[src/hdl/sce_pkg.sv]
// Purpose: Constants and state type of the special character encoder.
// Assumes: Codes are the 8-bit value {y[2:0], x[4:0]} of the name Cx.y.
// Notes:   Ten-bit characters are {a,b,c,d,e,i,f,g,h,j}, a in bit 9.
package sce_pkg;

  // ---------------------------------------------------------------
  // Host special character codes, primary form.
  // ---------------------------------------------------------------
  localparam logic [7:0] SCE_C_K28_MAX   = 8'h07;  // C0.0..C7.0
  localparam logic [7:0] SCE_C_K23_7     = 8'h08;  // C8.0
  localparam logic [7:0] SCE_C_K27_7     = 8'h09;  // C9.0
  localparam logic [7:0] SCE_C_K29_7     = 8'h0A;  // C10.0
  localparam logic [7:0] SCE_C_K30_7     = 8'h0B;  // C11.0
  localparam logic [7:0] SCE_C_EOF_HELP  = 8'h22;  // C2.1
  localparam logic [7:0] SCE_C_VIOL_SYM  = 8'hE0;  // C0.7
  localparam logic [7:0] SCE_C_K28_5_NEG = 8'hE1;  // C1.7
  localparam logic [7:0] SCE_C_K28_5_POS = 8'hE2;  // C2.7
  localparam logic [7:0] SCE_C_RD_VIOL   = 8'hE4;  // C4.7

  // ---------------------------------------------------------------
  // Alternate codes: the plain Kxx.y byte values.
  // ---------------------------------------------------------------
  localparam logic [4:0] SCE_A_K28_LOW   = 5'h1C;  // K28.y = {y, 1C}
  localparam logic [7:0] SCE_A_K23_7     = 8'hF7;
  localparam logic [7:0] SCE_A_K27_7     = 8'hFB;
  localparam logic [7:0] SCE_A_K29_7     = 8'hFD;
  localparam logic [7:0] SCE_A_K30_7     = 8'hFE;

  // ---------------------------------------------------------------
  // Ten-bit characters; NEG entries are the negative running disparity form, POS entries the positive.
  // ---------------------------------------------------------------
  localparam logic [5:0] SCE_K28_6B_NEG  = 6'h0F;  // 001111
  localparam logic [9:0] SCE_K23_7_NEG   = 10'h3A8; // 111010 1000
  localparam logic [9:0] SCE_K27_7_NEG   = 10'h368; // 110110 1000
  localparam logic [9:0] SCE_K29_7_NEG   = 10'h2E8; // 101110 1000
  localparam logic [9:0] SCE_K30_7_NEG   = 10'h1E8; // 011110 1000
  localparam logic [9:0] SCE_K28_5_NEG   = 10'h0FA; // 001111 1010
  localparam logic [9:0] SCE_K28_5_POS   = 10'h305; // 110000 0101
  localparam logic [9:0] SCE_RDV_AT_NEG  = 10'h375; // 110111 0101
  localparam logic [9:0] SCE_RDV_AT_POS  = 10'h08A; // 001000 1010
  // Five equal bits in the 6b block never occur in a valid character.
  localparam logic [9:0] SCE_CRV_AT_NEG  = 10'h3E4; // 111110 0100
  localparam logic [9:0] SCE_CRV_AT_POS  = 10'h01B; // 000001 1011

  // ---------------------------------------------------------------
  // Encoder state.
  // ---------------------------------------------------------------
  typedef struct packed {
    logic       rd_pos;    // Current running disparity is positive.
    logic       lsb_pend;  // Next data byte gets its LSB forced.
    logic [9:0] chr;       // Character handed to the serializer.
    logic       rsv;       // A reserved code was just replaced.
  } sce_state_s;

  localparam logic       SCE_RST_RD  = 1'b0;
  localparam sce_state_s SCE_RST     = '{rd_pos:   SCE_RST_RD,
                                         lsb_pend: 1'b0,
                                         chr:      SCE_K28_5_NEG,
                                         rsv:      1'b0};

endpackage

[src/hdl/sce_encoder.sv]
// Purpose: 8B/10B transmit encoder with special characters for one lane.
// Assumes: Host inputs are on clk_sys; one character taken per clock.
// Notes:   Idle clocks send K28.5 fill; running disparity spans all.
//          Reserved codes go out as the violation symbol and pulse rsv_code.
//
// Contract
// - Disparity violation code sends a character whose polarity defies RD.
// - End-of-frame helper sends K28.5, then forces next LSB from RD.
// - Violation symbol sends an invalid character, still under RD rules.
// - Forced negative code always sends negative K28.5.
// - Forced positive code always sends positive K28.5.
// - K28.5 is sent as fill whenever no character is presented.
// - A special code is the 8-bit input value, 00 to FF.
// - Primary and alternate code forms give identical output.
`timescale 1ns/1ps
`default_nettype none

module sce_encoder
  import sce_pkg::*;
(
  input  wire logic       clk_sys,
  input  wire logic       rst_n,
  input  wire logic       tx_valid,
  input  wire logic       tx_special,
  input  wire logic [7:0] tx_byte,
  output logic      [9:0] ser_char,
  output logic            ser_rd_pos,
  output logic            rsv_code
);
  import sce_pkg::*;

  // ---------------------------------------------------------------
  // Code tables.
  // ---------------------------------------------------------------
  // Tables hold the forms sent at negative disparity.
  function automatic logic [5:0] six_neg(input logic [4:0] x);
    case (x)
      5'h00: six_neg = 6'h27;  5'h01: six_neg = 6'h1D;
      5'h02: six_neg = 6'h2D;  5'h03: six_neg = 6'h31;
      5'h04: six_neg = 6'h35;  5'h05: six_neg = 6'h29;
      5'h06: six_neg = 6'h19;  5'h07: six_neg = 6'h38;
      5'h08: six_neg = 6'h39;  5'h09: six_neg = 6'h25;
      5'h0A: six_neg = 6'h15;  5'h0B: six_neg = 6'h34;
      5'h0C: six_neg = 6'h0D;  5'h0D: six_neg = 6'h2C;
      5'h0E: six_neg = 6'h1C;  5'h0F: six_neg = 6'h17;
      5'h10: six_neg = 6'h1B;  5'h11: six_neg = 6'h23;
      5'h12: six_neg = 6'h13;  5'h13: six_neg = 6'h32;
      5'h14: six_neg = 6'h0B;  5'h15: six_neg = 6'h2A;
      5'h16: six_neg = 6'h1A;  5'h17: six_neg = 6'h3A;
      5'h18: six_neg = 6'h33;  5'h19: six_neg = 6'h26;
      5'h1A: six_neg = 6'h16;  5'h1B: six_neg = 6'h36;
      5'h1C: six_neg = 6'h0E;  5'h1D: six_neg = 6'h2E;
      5'h1E: six_neg = 6'h1E;  default: six_neg = 6'h2B;
    endcase
  endfunction

  function automatic logic [3:0] four_neg(input logic [2:0] y);
    case (y)
      3'h0: four_neg = 4'hB;  3'h1: four_neg = 4'h9;
      3'h2: four_neg = 4'h5;  3'h3: four_neg = 4'hC;
      3'h4: four_neg = 4'hD;  3'h5: four_neg = 4'hA;
      3'h6: four_neg = 4'h6;  default: four_neg = 4'hE;
    endcase
  endfunction

  // K28.y trailing nibble after the 001111 block.
  function automatic logic [3:0] k28_four(input logic [2:0] y);
    case (y)
      3'h0: k28_four = 4'h4;  3'h1: k28_four = 4'h9;
      3'h2: k28_four = 4'h5;  3'h3: k28_four = 4'h3;
      3'h4: k28_four = 4'h2;  3'h5: k28_four = 4'hA;
      3'h6: k28_four = 4'h6;  default: k28_four = 4'h8;
    endcase
  endfunction

  function automatic logic [3:0] ones(input logic [9:0] v);
    logic [3:0] n;
    n = 4'h0;
    for (int i = 0; i < 10; i++) begin
      n = n + {3'h0, v[i]};
    end
    ones = n;
  endfunction

  // ---------------------------------------------------------------
  // Data character encoder.
  // ---------------------------------------------------------------
  function automatic logic [9:0] enc_data(input logic [7:0] b,
                                          input logic       rdp);
    logic [5:0] s6;
    logic [3:0] s4;
    logic [3:0] w6;
    logic       rdm;
    logic       alt;
    s6 = six_neg(b[4:0]);
    w6 = ones({4'h0, s6});
    if (rdp && (w6 != 4'h3 || b[4:0] == 5'h07)) begin
      s6 = ~s6;
    end
    w6 = ones({4'h0, s6});
    if (w6 > 4'h3) begin
      rdm = 1'b1;
    end else if (w6 < 4'h3) begin
      rdm = 1'b0;
    end else begin
      rdm = rdp;
    end
    // The alternate x.7 nibble avoids a run of five inside the char.
    alt = (b[7:5] == 3'h7) &&
          ((!rdm && (b[4:0] == 5'h11 || b[4:0] == 5'h12 ||
                     b[4:0] == 5'h14)) ||
           (rdm && (b[4:0] == 5'h0B || b[4:0] == 5'h0D ||
                    b[4:0] == 5'h0E)));
    s4 = alt ? 4'h7 : four_neg(b[7:5]);
    if (rdm && (ones({6'h00, s4}) != 4'h2 || b[7:5] == 3'h3)) begin
      s4 = ~s4;
    end
    enc_data = {s6, s4};
  endfunction

  // ---------------------------------------------------------------
  // Next state.
  // ---------------------------------------------------------------
  sce_state_s st_q;
  sce_state_s st_d;

  always_comb begin
    logic [7:0] dbyte;
    logic [9:0] k_neg;
    logic [9:0] chr;
    logic       is_k;
    logic [3:0] w;
    w     = 4'h0;
    dbyte = tx_byte;
    k_neg = SCE_K28_5_NEG;
    chr   = SCE_K28_5_NEG;
    is_k  = 1'b1;
    st_d      = st_q;
    st_d.rsv  = 1'b0;
    if (!tx_valid) begin
      k_neg = SCE_K28_5_NEG;
    end else if (!tx_special) begin
      is_k = 1'b0;
      // The pending force waits through fills and special codes, so
      // the host may pad between the helper code and its data byte.
      if (st_q.lsb_pend) begin
        dbyte[0]      = ~st_q.rd_pos;
        st_d.lsb_pend = 1'b0;
      end
    end else if (tx_byte <= SCE_C_K28_MAX) begin
      k_neg = {SCE_K28_6B_NEG, k28_four(tx_byte[2:0])};
    end else if (tx_byte[4:0] == SCE_A_K28_LOW) begin
      k_neg = {SCE_K28_6B_NEG, k28_four(tx_byte[7:5])};
    end else if (tx_byte == SCE_C_K23_7 ||
                 tx_byte == SCE_A_K23_7) begin
      k_neg = SCE_K23_7_NEG;
    end else if (tx_byte == SCE_C_K27_7 ||
                 tx_byte == SCE_A_K27_7) begin
      k_neg = SCE_K27_7_NEG;
    end else if (tx_byte == SCE_C_K29_7 ||
                 tx_byte == SCE_A_K29_7) begin
      k_neg = SCE_K29_7_NEG;
    end else if (tx_byte == SCE_C_K30_7 ||
                 tx_byte == SCE_A_K30_7) begin
      k_neg = SCE_K30_7_NEG;
    end else if (tx_byte == SCE_C_EOF_HELP) begin
      k_neg         = SCE_K28_5_NEG;
      st_d.lsb_pend = 1'b1;
    end else begin
      is_k = 1'b0;
    end

    if (is_k) begin
      // Every control character here is self-complementary by RD.
      chr = st_q.rd_pos ? ~k_neg : k_neg;
    end else if (!tx_special) begin
      chr = enc_data(dbyte, st_q.rd_pos);
    end else if (tx_byte == SCE_C_K28_5_NEG) begin
      chr = SCE_K28_5_NEG;
    end else if (tx_byte == SCE_C_K28_5_POS) begin
      chr = SCE_K28_5_POS;
    end else if (tx_byte == SCE_C_RD_VIOL) begin
      chr = st_q.rd_pos ? SCE_RDV_AT_POS : SCE_RDV_AT_NEG;
    end else if (tx_byte == SCE_C_VIOL_SYM) begin
      chr = st_q.rd_pos ? SCE_CRV_AT_POS : SCE_CRV_AT_NEG;
    end else begin
      // Reserved codes are flagged and sent as the violation symbol.
      chr      = st_q.rd_pos ? SCE_CRV_AT_POS : SCE_CRV_AT_NEG;
      st_d.rsv = 1'b1;
    end

    st_d.chr = chr;
    // A weight of five leaves disparity as it was. Judging the whole
    // character also covers the violation patterns, which have no table.
    w = ones(chr);
    if (w > 4'h5) begin
      st_d.rd_pos = 1'b1;
    end else if (w < 4'h5) begin
      st_d.rd_pos = 1'b0;
    end
  end

  // ---------------------------------------------------------------
  // State register.
  // ---------------------------------------------------------------
  always_ff @(posedge clk_sys) begin
    if (!rst_n) begin
      st_q <= SCE_RST;
    end else begin
      st_q <= st_d;
    end
  end

  // All outputs come straight from the state register.
  assign ser_char   = st_q.chr;
  assign ser_rd_pos = st_q.rd_pos;
  assign rsv_code   = st_q.rsv;

endmodule

`default_nettype wire

[config.mk]
export PLATFORM = sky130hd
export DESIGN_NAME = sce_encoder
export DESIGN_NICKNAME = d
export VERILOG_FILES = /design/src/hdl/sce_pkg.sv /design/src/hdl/sce_encoder.sv
export SDC_FILE = /design/constraint.sdc
export NUM_CORES = 1
export LEC_CHECK = 0
export ABC_AREA = 1
export CAP_MARGIN = 5
export CORE_ASPECT_RATIO = 1.4
export CORE_UTILIZATION = 55
export DETAILED_ROUTE_END_ITERATION = 10
export DONT_BUFFER_PORTS = 1
export PLACE_DENSITY = 0.71
export SLEW_MARGIN = 0
export SYNTH_ARGS = -nofsm -noshare
export SYNTH_HDL_FRONTEND = slang
export SYNTH_SLANG_ARGS = --single-unit
[constraint.sdc]
create_clock -name clk_sys -period 11.1 [get_ports clk_sys]
set_clock_uncertainty 0.1 [all_clocks]
set_input_delay 0.555 -clock clk_sys [delete_from_list [all_inputs] [get_ports clk_sys]]
set_output_delay 0.555 -clock clk_sys [all_outputs]
set_load 0.02 [all_outputs]
---- After elaboration in Yosys (flattened, before gate mapping) ----
Memory sizes are Yosys's and may differ from the RTL's.
Index checks and enable logic that the tools add are counted.
cells by class
  magnitude comparators ................... 5
  muxes and demuxes ....................... 55
  equal/unequal tests ..................... 43
  $add $sub $neg .......................... 22
  bitwise gates (word level) .............. 6
  reductions and logical operators ........ 22
operators with widths
  operator              number
  $mux W10              15
  $pmux W4 S7           3
  $eq A8 B8 Y1 const B  8
  $add A4 B1 Y4         10
  $eq A8 B4 Y1 const B  4
  $mux W6               5
  $mux W1               27
  $eq A3 B3 Y1 const B  7
  $eq A5 B5 Y1 const B  4
  $add A3 B1 Y4         4
  $mux W4               4
  $eq A5 B4 Y1 const B  3
  $add A2 B1 Y3         4
  $eq A3 B2 Y1 const B  4
  $ne A2 B2 Y1 const B  6
  $logic_or A1 B1 Y1    11
  $not A10 Y10          1
  $mux W9               1
  $add A1 B1 Y2         4
  $eq A8 B6 Y1 const B  1
  $le A8 B3 Y1 const B  1
  $ne A4 B2 Y1 const B  2
  $reduce_and A8 Y1     1
  $eq A3 B1 Y1 const B  2
  14 further kinds      21
word-level totals
  bits of input ports ..................... 12
  output and inout port bits .............. 12
  word-level logic and storage cells ...... 158
  flip-flop bits (word level) ............. 13
  memories kept ........................... 1
  bits in read-only memories .............. 192
memories
  name              depth  width  rd ports  clocked after memory_dff  write ports  RTL line           text
  (name not given)  32     6      1         0                         0            sce_encoder.sv:37  case (x)

---- Longest topological paths before layout ----
  depth after elaboration ................. 58
  gate-level depth with buffers ........... 62
  gate-level depth less buffers ........... 62

---- Worst setup path before layout ----
No wires, ideal clock.
  kind .................................... input-to-reg
  from .................................... input port tx_valid
  to ...................................... register st_q (netlist bit ser_rd_pos)
  path buffers ............................ 0
  data required time ...................... 10,926 ps
  path slack .............................. 557 ps
  stages on the path ...................... 57
  library setup time ...................... 74 ps
  data arrival time ....................... 10,368 ps
  cells stage by stage .................... inv_1 > nor2_1 > nand3_1 > nand2_1 > inv_1 > ha_1 > nand2_1 > nand2_1 > a21oi_1 > nand2_1 > nand2_1 > inv_1 > fa_1 > inv_1 > fa_1 > inv_1 > ha_1 > inv_1 > [... 21 more ...] > ha_1 > nor3b_1 > a21oi_1 > inv_1 > nor2_1 > o21ai_0 > nand2_1 > nand2_1 > fa_1 > inv_1 > fa_1 > inv_1 > fa_1 > ha_1 > fa_1 > a21oi_1 > or2_2 > a31oi_1
RTL lines
  what                    RTL line            text
  start: declaration      sce_encoder.sv:23   input wire logic tx_valid,
  end signal: assignment  sce_encoder.sv:210  st_q <= st_d;
  end: declaration        sce_encoder.sv:124  sce_state_s st_q;

==> summary.md <==
| Metric | Value |
|---|---|
| Status | completed |
| Largest net degree at the start of global routing | 15 |
| Via count | roughly 2500 |
| Die Y | between 80 and 90 µm |
| Final count of hold timing violations | 0 |
| Diodes inserted | 0 |
| Netlist cell types | 39 |
| CP arrival | 10.60 ns |
| Drt total wl | 6.35 mm |
| Post-Synth XOR/XNOR Area | 0.0286 |
| Setup CP Type | input port to flip-flop |
| Row count | 28 |
| Number of hold buffers added after CTS | 0 |
| DIE AREA | 4720 µm² |
| Tot GR Track Use | 0.289 |
| Worst Hold Class | input port to flip-flop |
| H-tree depth | 1 |
| Slew @ Worst Pin | 0.378 ns |
| WHS Endpoint | ser_char[6]$_SDFF_PN1_ |
| Period utilization | 0.948 |
| Delay of the slowest critical-path stage | 0.53 ns |
| Residual DRC | 0 |
| Final #Nets | 458 |
| Post-Synth Simple-Gate Area | 0.445 |
| Vias per cell | 5.27 |
| Maxcap violations | 0 |
| Starting density of the core | 0.577 |
| Reg2reg end | ser_rd_pos$_SDFFE_PN0P_ |
| Syn avg cell area | 5.80 µm² |
| Final Critical Period | about 11 ns |
| WL per Instance | between 10 and 15 µm |
| IO buf count | 0 |
| Filler instances | 451 |
| RR Startpoint | ser_rd_pos$_SDFFE_PN0P_ |
| PnR worst setup slack | 0.572 ns |
| Share of layout cells above drive strength 1 | 0.101 |
| Global placement routability congestion | 0.920 |
| Largest family of logic cells by synthesized area | simple AND/OR/NAND/NOR gates |
| Placeable Area | 4240 µm² |
| Post-Syn Instances | 422 |
| Post-synth top area share | 0.226 |
| Clk sinks | 13 |
| Setup TNS | 0 ns |
| Drt pass-1 iters | 5 |
| Routed Antenna Nets | 0 |
| Crit path top cell by count | inv_1 |
| Post-synthesis compound-gate area fraction | 0.0834 |
| Crit-path max FO | 5 |
| Placement Setup Slack | -0.0749 ns |
| YS warnings | 0 |
| Crit-path slowest cell | fa_1 |
| CP delay by family, top | adder cells |
| CTS max path bufs | 2 |
| Worst VDD drop | 0.0000850 V |
| Crit start category | input port |
| Pwr Density | 197 nW/µm² |
| CP required | 11.17 ns |
| Post-synthesis adder-cell area fraction | 0.185 |
| #FFs+latches synth | 13 |
| CTS Root Cell | clkbuf_8 |
| Slew Limit Fails | 0 |
| Yosys top cell by area | nand2_1 |
| Die W | 58.4 µm |
| Global-route wire length before repair | 10.4 mm |
| Final instance area | between 2000 and 3000 µm² |
| Slew margin rel. | 0.747 |
| R2R Setup Slk | approximately 0.64 ns |
| Register area share after synthesis | 0.106 |
| Synthesized Nets | 463 |
| Cell count of the worst reg-to-reg path | 54 |
| Hold Path Origin | rst_n |
| TritonCTS buffer count | 3 |
| Cell Area, Synth | 2450 µm² |
| # setup viols final | 0 |
| Crit path capture type | flip-flop |
| TritonCTS clock tree | done |
| Iter 0 DRT Violations | 86 |
| Gr ovfl total | 0 |
| Antenna violations before repair | 0 |
| Hpwl dp | 5.34 mm |
| Ports | 24 |
| Standby leakage power | roughly 1.4 nW |
| Post-synthesis mux area share | 0 |
| Syn-to-layout area delta | 3.73% |
| FMAX | 95.0 MHz |
| Min Hold Slack | roughly 0.3 ns |
| Area contributors post-synth | nand2_1 23%, dfxtp_1 11%, fa_1 9.8% |
| Worst Path Buf+Inv | 13 |
| Clock-pin slew on the worst setup and hold paths | about 0.060 ns |
| Hold depth | 1 |
| Worst-Skew Late Latency | 0.25 ns |
| DP Area | 2430 µm² |
| Vias in the first global route | 2411 |
==> registers in the layout, indices dropped and copies added, names as in the netlist <==
register / count
ser_char: 10
ser_rd_pos: 1
rsv_code: 1
st_q: 1
==> worst reg2reg max path: cells and delay by family, from the launching register on <==
kind	cells	cell delay (ns)
simple gates	20	2.11
buf+inv	12	0.78
fa+ha+maj	17	6.34
flops	1	0.35
compound gates	5	0.68
==> worst max path at each step <==
stage | from | to | slack, ns | cells after the start
2_1_floorplan | tx_valid | ser_rd_pos$_SDFFE_PN0P_ | 0.56 | 57
3_3_place_gp | tx_valid | ser_rd_pos$_SDFFE_PN0P_ | 0.08 | 57
3_5_place_dp | tx_valid | ser_rd_pos$_SDFFE_PN0P_ | -0.07 | 57
4_1_cts | tx_valid | ser_rd_pos$_SDFFE_PN0P_ | 0.17 | 57
5_1_grt | tx_valid | ser_rd_pos$_SDFFE_PN0P_ | -0.03 | 57
6_report | tx_valid | ser_rd_pos$_SDFFE_PN0P_ | 0.57 | 56
==> through the flow <==
step | std cells | power [mW] | util
2_1_floorplan | 422 | 0.380 | -
4_1_cts | 473 | 0.489 | 0.584
3_5_place_dp | 469 | 0.445 | 0.573
5_1_grt | 476 | 0.564 | 0.599
6_report | 476 | 0.499 | 0.599
3_3_place_gp | 469 | 0.430 | 0.573
==> layout make-up <==
type	instances	area, µm²	share of cell area
Tap cell	60	75.1	0.0296
Clock buffer	3	41.3	0.0163
Multi-Input combinational cell	326	1850	0.730
Inverter	66	250	0.0986
Timing Repair Buffer	7	52.6	0.0207
Clock inverter	1	5.00	0.00197
Sequential cell	13	262	0.103
==> placed cells by master (no fill, tap or decap), types with 8 or more instances in the layout <==
master,instances
nand2_1,144
inv_1,58
nor2_1,44
ha_1,14
nand3_1,42
dfxtp_1,12
a21oi_1,8
o21ai_0,15
fa_1,12
==> per-layer routing <==
layer  share of wire  global-route usage  up-vias
li1                -                   -     1289
met1            0.37               0.288     1104
met2            0.52               0.544       81
met3           0.029              0.0143       35
met4           0.075               0.231        0
met5               0                   0        -
==> synthesized netlist by cell type (all sizes together) <==
| cell | n |
|---|---|
| ha | 17 |
| clkinv | 1 |
| o22ai | 1 |
| dfxtp | 13 |
| nand2 | 151 |
| nand4 | 5 |
| fa | 12 |
| o21a | 1 |
| clkbuf | 1 |
| inv | 65 |
| nor2 | 48 |
| a211oi | 1 |
| nor3b | 1 |
| o2111ai | 1 |
| or2 | 1 |
| buf | 16 |
| o21ai | 18 |
| a21oi | 10 |
| o21bai | 1 |
| nor3 | 2 |
| xor2 | 7 |
| nand3 | 43 |
| a31oi | 1 |
| xnor2 | 1 |
| o221ai | 1 |
| and2 | 3 |
==> what timing repair did <==
| item | 4_1_cts | 5_1_grt |
|---|---|---|
| setup buffers | 0 | 3 |
| resized for setup | 0 | 14 |
| endpoints found under the setup margin | 0 | 1 |
==> logic make-up (layout without fill, tap and decap cells) <==
logic type | Yosys count | count (layout)
simple gates | 254 | 254
fa+ha+maj | 29 | 29
flops | 13 | 13
xor+xnor | 8 | 8
compound gates | 35 | 35
buf+inv | 83 | 77
==> where the power goes <==
part | internal [mW] | leakage [nW] | switching (mW)
Sequential | 0.0568 | 0.108 | 0.0134
Clock | 0.0248 | 0.0255 | 0.0171
Combinational | 0.167 | 1.23 | 0.221
No activity file was read; power rests on OpenSTA's default activity.
